<file path="src/hdl/tim_pkg.sv">
// Constants shared by the timer interrupt flag and enable block.
// Assumes an 8-bit register port with byte addresses as printed.
package tim_pkg;
  localparam logic [7:0] ADDR_FLAGS = 8'h38;
  localparam logic [7:0] ADDR_ENABLES = 8'h71;
  localparam logic [7:0] ADDR_EVLOG = 8'h3a;
  localparam logic [7:0] ADDR_EVMASK = 8'h3b;
  localparam logic [7:0] ADDR_MODE = 8'h90;
  localparam logic [7:0] ADDR_CNT_L = 8'h94;
  localparam logic [7:0] ADDR_CNT_H = 8'h95;
  localparam logic [7:0] ADDR_CAP_L = 8'h96;
  localparam logic [7:0] ADDR_CAP_H = 8'h97;
  localparam logic [7:0] ADDR_CMPA_L = 8'h98;
  localparam logic [7:0] ADDR_CMPA_H = 8'h99;
  localparam logic [7:0] ADDR_CMPB_L = 8'h9a;
  localparam logic [7:0] ADDR_CMPB_H = 8'h9b;
  localparam logic [7:0] ADDR_CMPC_L = 8'h9c;
  localparam logic [7:0] ADDR_CMPC_H = 8'h9d;
  localparam int BIT_OVF = 0;
  localparam int BIT_CMPA = 1;
  localparam int BIT_CMPB = 2;
  localparam int BIT_CMPC = 3;
  localparam int BIT_CAP = 5;
  localparam logic [7:0] IMPL_MASK = 8'h2f;
  localparam logic [7:0] RESET_BYTE = 8'h00;
  localparam logic [15:0] RESET_WORD = 16'h0000;
  localparam logic [15:0] CNT_MAX = 16'hffff;
  localparam logic [15:0] TOP_8BIT = 16'h00ff;
  localparam logic [15:0] TOP_9BIT = 16'h01ff;
  localparam logic [15:0] TOP_10BIT = 16'h03ff;
  localparam logic [15:0] CNT_STEP = 16'h0001;
  localparam logic [3:0] MODE_NORMAL = 4'h0;
  localparam logic [3:0] MODE_PC8 = 4'h1;
  localparam logic [3:0] MODE_PC9 = 4'h2;
  localparam logic [3:0] MODE_PC10 = 4'h3;
  localparam logic [3:0] MODE_CTC_CMPA = 4'h4;
  localparam logic [3:0] MODE_FAST8 = 4'h5;
  localparam logic [3:0] MODE_FAST9 = 4'h6;
  localparam logic [3:0] MODE_FAST10 = 4'h7;
  localparam logic [3:0] MODE_PFC_CAP = 4'h8;
  localparam logic [3:0] MODE_PFC_CMPA = 4'h9;
  localparam logic [3:0] MODE_PC_CAP = 4'ha;
  localparam logic [3:0] MODE_PC_CMPA = 4'hb;
  localparam logic [3:0] MODE_CTC_CAP = 4'hc;
  localparam logic [3:0] MODE_FAST_CAP = 4'he;
  localparam logic [3:0] MODE_FAST_CMPA = 4'hf;
endpackage

</file>
<file path="src/hdl/tim_irq_flags.sv">
// Timer with three compare channels, input capture, event flags and interrupt enables.
// Assumes a processor port on the same clock and a capture pin from outside the clock domain.
//
// How it works
// - A capture request is raised only while its enable, the global enable and its flag are set.
// - A channel C request is raised only while its enable, the global enable and its flag are set.
// - A channel B request is raised only while its enable, the global enable and its flag are set.
// - A channel A request is raised only while its enable, the global enable and its flag are set.
// - An overflow request is raised only while its enable, the global enable and its flag are set.
// - Reserved bits of the enable and flag registers read as zero and ignore writes.
// - In modes whose top is not the capture value, a capture event on the capture pin sets the capture flag.
// - In modes whose top is the capture value, reaching that top sets the capture flag.
// - Each compare flag is set in the timer cycle after the counter equals its compare value.
// - Each flag clears when the processor runs the vector that belongs to it.
// - Writing one to a flag bit clears it and writing zero leaves it alone.
// - In normal and clear-on-compare modes the overflow flag is set when the counter overflows.
// - In modes whose top is not the capture value, a capture pin event loads the capture value with the current counter value.
// - Each 16-bit compare value is compared with the running counter on every count tick.
`timescale 1ns/100ps
module tim_irq_flags (
  input wire logic clk_i,
  input wire logic rst_i,
  input wire logic [7:0] addr_i,
  input wire logic [7:0] wdata_i,
  input wire logic wr_i,
  input wire logic rd_i,
  input wire logic global_irq_enable_i,
  input wire logic [7:0] vector_ack_i,
  input wire logic count_tick_i,
  input wire logic capture_input_pin_i,
  output logic [7:0] rdata_o,
  output logic [7:0] irq_req_o,
  output logic irq_o
);

  function automatic logic top_is_capture(input logic [3:0] mode);
    return (mode == tim_pkg::MODE_PFC_CAP) || (mode == tim_pkg::MODE_PC_CAP) ||
           (mode == tim_pkg::MODE_CTC_CAP) || (mode == tim_pkg::MODE_FAST_CAP);
  endfunction

  function automatic logic [15:0] top_of(input logic [3:0] mode, input logic [15:0] cmpa,
                                         input logic [15:0] cap);
    case (mode)
      tim_pkg::MODE_PC8, tim_pkg::MODE_FAST8: top_of = tim_pkg::TOP_8BIT;
      tim_pkg::MODE_PC9, tim_pkg::MODE_FAST9: top_of = tim_pkg::TOP_9BIT;
      tim_pkg::MODE_PC10, tim_pkg::MODE_FAST10: top_of = tim_pkg::TOP_10BIT;
      tim_pkg::MODE_CTC_CMPA, tim_pkg::MODE_PFC_CMPA, tim_pkg::MODE_PC_CMPA,
      tim_pkg::MODE_FAST_CMPA: top_of = cmpa;
      tim_pkg::MODE_PFC_CAP, tim_pkg::MODE_PC_CAP, tim_pkg::MODE_CTC_CAP,
      tim_pkg::MODE_FAST_CAP: top_of = cap;
      default: top_of = tim_pkg::CNT_MAX;
    endcase
  endfunction

  function automatic logic overflow_at_max(input logic [3:0] mode);
    return (mode == tim_pkg::MODE_NORMAL) || (mode == tim_pkg::MODE_CTC_CMPA) ||
           (mode == tim_pkg::MODE_CTC_CAP);
  endfunction

  // Capture pin synchroniser; the second and third stages feed the edge detector.
  logic pin_s1_r, pin_s2_r, pin_s3_r;
  logic pin_s1_nxt, pin_s2_nxt, pin_s3_nxt;
  logic pin_rise;

  always_comb begin
    pin_s1_nxt = capture_input_pin_i;
    pin_s2_nxt = pin_s1_r;
    pin_s3_nxt = pin_s2_r;
  end

  always_ff @(posedge clk_i or posedge rst_i) begin
    if (rst_i) begin
      pin_s1_r <= 1'b0;
      pin_s2_r <= 1'b0;
      pin_s3_r <= 1'b0;
    end else begin
      pin_s1_r <= pin_s1_nxt;
      pin_s2_r <= pin_s2_nxt;
      pin_s3_r <= pin_s3_nxt;
    end
  end

  assign pin_rise = pin_s2_r & ~pin_s3_r;

  // Counter, compare and capture state.
  logic [3:0] mode_r, mode_nxt;
  logic [15:0] cnt_r, cnt_nxt;
  logic [15:0] cap_r, cap_nxt;
  logic [15:0] cmpa_r, cmpa_nxt;
  logic [15:0] cmpb_r, cmpb_nxt;
  logic [15:0] cmpc_r, cmpc_nxt;
  logic [15:0] top;
  logic at_top, cap_top_mode;
  logic [7:0] set_vec;

  always_comb begin
    mode_nxt = mode_r;
    cap_nxt = cap_r;
    cmpa_nxt = cmpa_r;
    cmpb_nxt = cmpb_r;
    cmpc_nxt = cmpc_r;
    cnt_nxt = cnt_r;
    set_vec = tim_pkg::RESET_BYTE;
    cap_top_mode = top_is_capture(mode_r);
    top = top_of(mode_r, cmpa_r, cap_r);
    at_top = (cnt_r == top);
    if (wr_i) begin
      case (addr_i)
        tim_pkg::ADDR_MODE: mode_nxt = wdata_i[3:0];
        tim_pkg::ADDR_CAP_L: cap_nxt[7:0] = wdata_i;
        tim_pkg::ADDR_CAP_H: cap_nxt[15:8] = wdata_i;
        tim_pkg::ADDR_CMPA_L: cmpa_nxt[7:0] = wdata_i;
        tim_pkg::ADDR_CMPA_H: cmpa_nxt[15:8] = wdata_i;
        tim_pkg::ADDR_CMPB_L: cmpb_nxt[7:0] = wdata_i;
        tim_pkg::ADDR_CMPB_H: cmpb_nxt[15:8] = wdata_i;
        tim_pkg::ADDR_CMPC_L: cmpc_nxt[7:0] = wdata_i;
        tim_pkg::ADDR_CMPC_H: cmpc_nxt[15:8] = wdata_i;
        default: mode_nxt = mode_r;
      endcase
    end
    if (count_tick_i) begin
      cnt_nxt = at_top ? tim_pkg::RESET_WORD : cnt_r + tim_pkg::CNT_STEP;
      set_vec[tim_pkg::BIT_CMPA] = (cnt_r == cmpa_r);
      set_vec[tim_pkg::BIT_CMPB] = (cnt_r == cmpb_r);
      set_vec[tim_pkg::BIT_CMPC] = (cnt_r == cmpc_r);
      set_vec[tim_pkg::BIT_OVF] = overflow_at_max(mode_r) ? (cnt_r == tim_pkg::CNT_MAX) : at_top;
      set_vec[tim_pkg::BIT_CAP] = cap_top_mode & at_top;
    end
    if (pin_rise && !cap_top_mode) begin
      set_vec[tim_pkg::BIT_CAP] = 1'b1;
      cap_nxt = cnt_r;
    end
  end

  always_ff @(posedge clk_i or posedge rst_i) begin
    if (rst_i) begin
      mode_r <= tim_pkg::MODE_NORMAL;
      cnt_r <= tim_pkg::RESET_WORD;
      cap_r <= tim_pkg::RESET_WORD;
      cmpa_r <= tim_pkg::RESET_WORD;
      cmpb_r <= tim_pkg::RESET_WORD;
      cmpc_r <= tim_pkg::RESET_WORD;
    end else begin
      mode_r <= mode_nxt;
      cnt_r <= cnt_nxt;
      cap_r <= cap_nxt;
      cmpa_r <= cmpa_nxt;
      cmpb_r <= cmpb_nxt;
      cmpc_r <= cmpc_nxt;
    end
  end

  // Flags, enables, event log and the bus read path.
  logic [7:0] flags_r, flags_nxt;
  logic [7:0] en_r, en_nxt;
  logic [7:0] log_r, log_nxt;
  logic [7:0] lmask_r, lmask_nxt;
  logic [7:0] rdata_nxt, req_nxt, w1c;
  logic irq_nxt;

  always_comb begin
    w1c = tim_pkg::RESET_BYTE;
    en_nxt = en_r;
    lmask_nxt = lmask_r;
    log_nxt = log_r;
    rdata_nxt = tim_pkg::RESET_BYTE;
    if (wr_i && addr_i == tim_pkg::ADDR_FLAGS) begin
      w1c = wdata_i & tim_pkg::IMPL_MASK;
    end
    if (wr_i && addr_i == tim_pkg::ADDR_ENABLES) begin
      en_nxt = wdata_i & tim_pkg::IMPL_MASK;
    end
    if (wr_i && addr_i == tim_pkg::ADDR_EVMASK) begin
      lmask_nxt = wdata_i & tim_pkg::IMPL_MASK;
    end
    flags_nxt = ((flags_r & ~w1c & ~vector_ack_i) | set_vec) & tim_pkg::IMPL_MASK;
    // A read of the log clears it, but an event in that cycle survives.
    if (rd_i && addr_i == tim_pkg::ADDR_EVLOG) begin
      log_nxt = tim_pkg::RESET_BYTE;
    end
    log_nxt = (log_nxt | set_vec) & tim_pkg::IMPL_MASK;
    irq_nxt = |(log_nxt & lmask_nxt);
    req_nxt = flags_nxt & en_nxt & {8{global_irq_enable_i}};
    if (rd_i) begin
      case (addr_i)
        tim_pkg::ADDR_FLAGS: rdata_nxt = flags_r;
        tim_pkg::ADDR_ENABLES: rdata_nxt = en_r;
        tim_pkg::ADDR_EVLOG: rdata_nxt = log_r;
        tim_pkg::ADDR_EVMASK: rdata_nxt = lmask_r;
        tim_pkg::ADDR_MODE: rdata_nxt = {4'h0, mode_r};
        tim_pkg::ADDR_CNT_L: rdata_nxt = cnt_r[7:0];
        tim_pkg::ADDR_CNT_H: rdata_nxt = cnt_r[15:8];
        tim_pkg::ADDR_CAP_L: rdata_nxt = cap_r[7:0];
        tim_pkg::ADDR_CAP_H: rdata_nxt = cap_r[15:8];
        tim_pkg::ADDR_CMPA_L: rdata_nxt = cmpa_r[7:0];
        tim_pkg::ADDR_CMPA_H: rdata_nxt = cmpa_r[15:8];
        tim_pkg::ADDR_CMPB_L: rdata_nxt = cmpb_r[7:0];
        tim_pkg::ADDR_CMPB_H: rdata_nxt = cmpb_r[15:8];
        tim_pkg::ADDR_CMPC_L: rdata_nxt = cmpc_r[7:0];
        tim_pkg::ADDR_CMPC_H: rdata_nxt = cmpc_r[15:8];
        default: rdata_nxt = tim_pkg::RESET_BYTE;
      endcase
    end
  end

  always_ff @(posedge clk_i or posedge rst_i) begin
    if (rst_i) begin
      flags_r <= tim_pkg::RESET_BYTE;
      en_r <= tim_pkg::RESET_BYTE;
      log_r <= tim_pkg::RESET_BYTE;
      lmask_r <= tim_pkg::RESET_BYTE;
      rdata_o <= tim_pkg::RESET_BYTE;
      irq_req_o <= tim_pkg::RESET_BYTE;
      irq_o <= 1'b0;
    end else begin
      flags_r <= flags_nxt;
      en_r <= en_nxt;
      log_r <= log_nxt;
      lmask_r <= lmask_nxt;
      rdata_o <= rdata_nxt;
      irq_req_o <= req_nxt;
      irq_o <= irq_nxt;
    end
  end
endmodule // tim_irq_flags

</file>
<file path="config.mk">
export PLATFORM = sky130hd
export DESIGN_NAME = tim_irq_flags
export DESIGN_NICKNAME = d
export VERILOG_FILES = /design/src/hdl/tim_pkg.sv /design/src/hdl/tim_irq_flags.sv
export SDC_FILE = /design/constraint.sdc
export NUM_CORES = 1
export LEC_CHECK = 0
export ABC_AREA = 1
export BUFFER_PORTS_ARGS = -buffer_cell sky130_fd_sc_hd__buf_2
export CAP_MARGIN = 20
export CORE_MARGIN = 2
export CORE_UTILIZATION = 50
export DETAILED_ROUTE_END_ITERATION = 10
export GPL_ROUTABILITY_DRIVEN = 0
export PLACE_DENSITY = 0.69
export SKIP_LAST_GASP = 1
export SLEW_MARGIN = 20
export SYNTH_ARGS = -nofsm -noshare
export SYNTH_HDL_FRONTEND = slang
export SYNTH_SLANG_ARGS = --single-unit
</file>
<file path="constraint.sdc">
create_clock -name clk_i -period 13.2 [get_ports clk_i]
set_input_delay 3.96 -clock clk_i [delete_from_list [all_inputs] [get_ports clk_i]]
set_output_delay 3.96 -clock clk_i [all_outputs]
set_load 0.02 [all_outputs]
</file>
# Word-level counts from Yosys, hierarchy flattened
# Cells that the tools add are included.
# totals
register_bits	130
out_inout_bits	17
# classes
n_addsub	1
eq_ne	34
muxes	16
n_bitwise	12
reduce_logical	30
# ops
cell	n
$pmux 8 s15	1
$eq 8x8->1 const B	11
$pmux 16 s5	1
$eq 16x16->1	4
$mux 16	3
$mux 8	5
$eq 4x4->1 const B	7
$eq 8x6->1 const B	3
$reduce_and 2->1	9
$add 16x1->16 const B	1
$and 6x8->8	2
$eq 16x16->1 const B	1
$eq 4x3->1 const B	4
$and 6x6->6	2
$mux 6	2
$not 6->6	2
$or 6x6->6	2
$and 8x8->8	1
$eq 4x2->1 const B	2
$eq 8x7->1 const B	1
$reduce_or 4->1	2
$reduce_or 8->1	1
$reduce_bool 2->1	3
$reduce_or 2->1	3
other kinds (9)	20

# Depth between registers and ports, before layout
# depth
ltp_word	10
depth_mapped	18
mapped_depth_nobuf	17

# Least setup slack after synthesis
# Ideal clock, no wire load.
# synth_timing
path_type	input -> register
start	input addr_i[5]
end	register cap_r[0]
arrival_ns	5.278
t_required_ns	13.076
slack_ns	7.798
cell_stages	8
path_buffers	0
cell_sequence	nor2_1 nand3_1 clkinv_1 nand4_1 nor2_1 nor2_1 nand2_1 nand2_1
# synth_between
elab_chain_len	3
# synth_lines
element	line	text
start: declaration	tim_irq_flags.sv:23	input wire logic [7:0] addr_i,
$eq 8x8->1	tim_irq_flags.sv:108	case (addr_i)
$reduce_bool 2->1 (no line)	--	
$reduce_and 2->1 (no line)	--	
end signal: assignment	tim_irq_flags.sv:139	cap_r <= tim_pkg::RESET_WORD;
end signal: assignment	tim_irq_flags.sv:146	cap_r <= cap_nxt;
end: declaration	tim_irq_flags.sv:88	logic [15:0] cap_r, cap_nxt;
# No other way between the ends.
# A chain may end at the register's enable or synchronous reset.

# Final worst setup path
# layout_timing
start	input addr_i[6]
end	register rdata_o[5]
# layout_between
elab_chain_len	3
elab_cells_between_ends	17
classes_between	15 x eq/ne; 2 x mux
# layout_lines
element	line	text
$eq 8x8->1 (tied with other cells)	tim_irq_flags.sv:185	case (addr_i)
$pmux 8 s15 *	tim_irq_flags.sv:185	
$mux 8 *	tim_irq_flags.sv:184	if (rd_i) begin
via rdata_nxt[5]	tim_irq_flags.sv:158	logic [7:0] rdata_nxt, req_nxt, w1c;
end signal: assignment	tim_irq_flags.sv:212	rdata_o <= tim_pkg::RESET_BYTE;
end signal: assignment	tim_irq_flags.sv:220	rdata_o <= rdata_nxt;
end: declaration	tim_irq_flags.sv:31	output logic [7:0] rdata_o,
# The timed path passes the listed nets; every way through them passes the cells marked *.

==> impl_metrics.env <==
export IMPL_outcome="complete, no violations"
export IMPL_cts_clk_slew_worst_paths_ps=60
export IMPL_grt_overflow=0
export IMPL_synthCells=903
export IMPL_grt_start_max_net_pins=68
export IMPL_cts_buffer_depth=2
export IMPL_setup_viol=0
export IMPL_worstMarginPinSlew_ps=823
export IMPL_cts_made_buffers=17
export IMPL_wl_met1_mm=9.45
export IMPL_rows=42
export IMPL_highest_layer="met4"
export IMPL_diodes=0
export IMPL_die_area_um2=14800
export IMPL_post_cts_resized=0
export IMPL_startpoint_type="primary input"
export IMPL_routed_wl_mm=22.6
export IMPL_slew_violations=0
export IMPL_placeableCoreArea_um2=13300
export IMPL_cts_root_buf="clkbuf_16"
export IMPL_required_ps=13480
export IMPL_track_usage_pct=32.1
export IMPL_drt_pass1_iter_count=6
export IMPL_postCtsSetupRepairBufs=0
export IMPL_clock_fmax_mhz=163
export IMPL_wl_per_cell_um=20.1
export IMPL_cp_top_family="simple AND/OR/NAND/NOR gates"
export IMPL_cts_sinks=121
export IMPL_drcViolationCount=0
export IMPL_finalHoldViolations=0
export IMPL_post_drt_via_cell_ratio=5.97
export IMPL_ys_warn_count=0
export IMPL_portBuffers=41
export IMPL_rrSetupSlack_ps=10400
export IMPL_max_vdd_ir_drop_uv=122
export IMPL_placed_area_um2=7190
export IMPL_fp_dieH_um=122
export IMPL_num_vias=6724
export IMPL_arrival_ps=6420
export IMPL_cts_hold_repair_buffers=0
export IMPL_grt_pass1_wl_mm=35.2
export IMPL_slowest_delay_ps=590
export IMPL_ys_ff_latch=121
export IMPL_synth_cell_type_count=42
export IMPL_skew_ps=9.68
export IMPL_synth_top_area_share_pct=43.8
export IMPL_fillers=1305
export IMPL_insertion_delay_ps=430
export IMPL_path_cells="buf_2 -> nor2_1 -> nand3_1 -> clkinv_1 -> nand4_1 -> o21ai_0 -> nor4_1 -> a31oi_1"
export IMPL_regArea_um2=3030
export IMPL_area_growth_pct=12.9
export IMPL_die_w_um=122
export IMPL_ioPinCount=48
export IMPL_placedCellCount=1094
export IMPL_ys_seq_area_share_pct=43.8
export IMPL_wl_met2_mm=9.80
export IMPL_yosysTopAreaCell="dfrtp_1"
export IMPL_antenna_found_initial=0
export IMPL_post_route_period_util_pct=46.6
export IMPL_layout_nets=969
export IMPL_slew_headroom_pct=45.1
export IMPL_synthTopCellsByArea="dfrtp_1 44%, nand2_1 14%, o21ai_0 6.4%"
export IMPL_grt_pass1_vias=6293
export IMPL_multiInputGateArea_um2=3330
export IMPL_met3_length_mm=2.29
export IMPL_layout_min_cycle_time_ps=6150
export IMPL_pwr_density_cell_nw_per_um2=169
export IMPL_avgSynthCellArea_um2=7.65
export IMPL_rsz0062_at_grt="no"
export IMPL_drive_above_1_share_pct=11.4
export IMPL_cts_tree="yes"
export IMPL_htreeDepth=4
export IMPL_p_leak_nw=3.58
export IMPL_finalNonFillerCells=1126
export IMPL_crit_type="primary input to register"
export IMPL_cp_slowest_cell="nor4_1"
export IMPL_drv_cap=0
export IMPL_setup_tns_ps=0
export IMPL_post_dp_hpwl_mm=16.1
export IMPL_final_cell_area_um2=7800
export IMPL_path_buf_inv=2
export IMPL_critPathMaxFanout=18
export IMPL_end_kind="register"
export IMPL_drt_initial_drc_count=1041
export IMPL_drtAntennaViolNets=0
export IMPL_hold_class="register to register"
export IMPL_netlist_area_um2=6910
export IMPL_initial_core_util_pct=51.8
sequential cells by signal, indices dropped and copies added (netlist names):
signal	cells
cnt_r	16
pin_s3_r	1
irq_req_o	5
irq_o	1
en_r	5
pin_s1_r	1
cmpa_r	16
rdata_o	8
cmpb_r	16
cmpc_r	16
pin_s2_r	1
log_r	5
cap_r	16
flags_r	5
lmask_r	5
mode_r	4
cells in the mapped netlist:
library cell	instances
buf_6	5
clkinv_1	4
buf_2	3
conb_1	1
nand4_1	25
nor2_1	58
a221oi_1	13
a41oi_1	2
buf_4	4
inv_2	3
a22oi_1	8
dfrtp_1	121
a21oi_1	21
nor2_4	1
nand3_1	58
xor2_1	16
o211ai_1	9
nand4_2	1
nand2_4	3
a22o_1	6
a211oi_1	1
ha_1	1
nor2_2	4
xnor2_1	7
or2_2	2
o21ai_2	1
nor4_2	2
o2111ai_1	10
nand2_1	250
o221ai_1	1
a32o_1	4
nor4_1	7
nand3b_1	1
o22ai_1	18
nand2_2	5
nor3_2	3
clkbuf_1	18
nor3_1	10
inv_1	96
nand3_2	7
a31oi_1	4
o21ai_0	89
layout make-up:
class | count | share of cell area, %
clock buffers | 18 | 5.63
clock inverters | 14 | 2.23
multi-input cells | 651 | 42.7
repair buffers | 43 | 2.82
inverters | 103 | 4.99
flip-flops and latches | 121 | 38.8
well taps | 176 | 2.82
power by group:
part	total (mW)	leakage [nW]	internal, mW	switching [mW]
Sequential	0.520	1.58	0.419	0.101
Combinational	0.312	1.71	0.101	0.211
Clock	0.487	0.288	0.302	0.184
worst paths after layout:
path,depth (start not counted),start,endpoint
worst max-delay path,8,addr_i[6],rdata_o[5]
worst min-delay path,0,pin_s2_r,pin_s3_r
worst max register to register,10,mode_r[1],cnt_r[10]
worst min register to register,0,pin_s2_r,pin_s3_r
max in group asynchronous,3,rst_i,cnt_r[3]
min in group asynchronous,2,rst_i,cmpc_r[13]
stage by stage:
stage / total power, mW / util [%] / hold WS (ps) / setup slack, ps
final: 1.32 / 58.5 / 393 / 7050
after global routing: 1.38 / 58.5 / 405 / 6860
after CTS: 1.31 / 58.5 / 396 / 7160
after detailed placement: 0.822 / 53.9 / 377 / 6720
after floorplan: 0.714 / - / 331 / 6030
after global placement: 0.816 / 53.9 / 376 / 6720
cell usage in the layout (no fill, tap or decap), types with 13 or more instances in the layout:
cell type | synthesis | layout
nand2_1 | 250 | 250
nand3_1 | 58 | 58
clkbuf_16 | 0 | 17
dfrtp_1 | 121 | 121
o21ai_0 | 89 | 89
nand4_1 | 25 | 25
a221oi_1 | 13 | 13
nor2_1 | 58 | 58
a21oi_1 | 21 | 21
xor2_1 | 16 | 16
inv_1 | 96 | 95
o22ai_1 | 18 | 18
buf_2 | 3 | 41
layer usage:
layer	track usage, %	up-vias
met1	43.8	3148
met5	0	-
li1	-	3123
met2	46.2	376
met3	9.78	77
met4	16.2	0
logic make-up after synthesis:
kind of cell | Yosys count | synth area share, %
fa+ha+maj | 1 | 0.181
compound gates | 187 | 16.7
simple gates | 437 | 28.3
buf+inv | 133 | 8.04
other cells | 1 | 0.0543
xor+xnor | 23 | 2.92
flops | 121 | 43.8
worst register-to-register path, stage by stage, from the launching register on:
cell	delay (ps)
dfrtp_1	440
inv_1	120
nand3_2	360
nand2_4	220
nand2_4	210
nand4_1	160
nand2_1	120
nor4_2	280
nand4_2	480
o21ai_0	240
inv_1	50
Note: power is estimated with default switching activity, not from simulation.
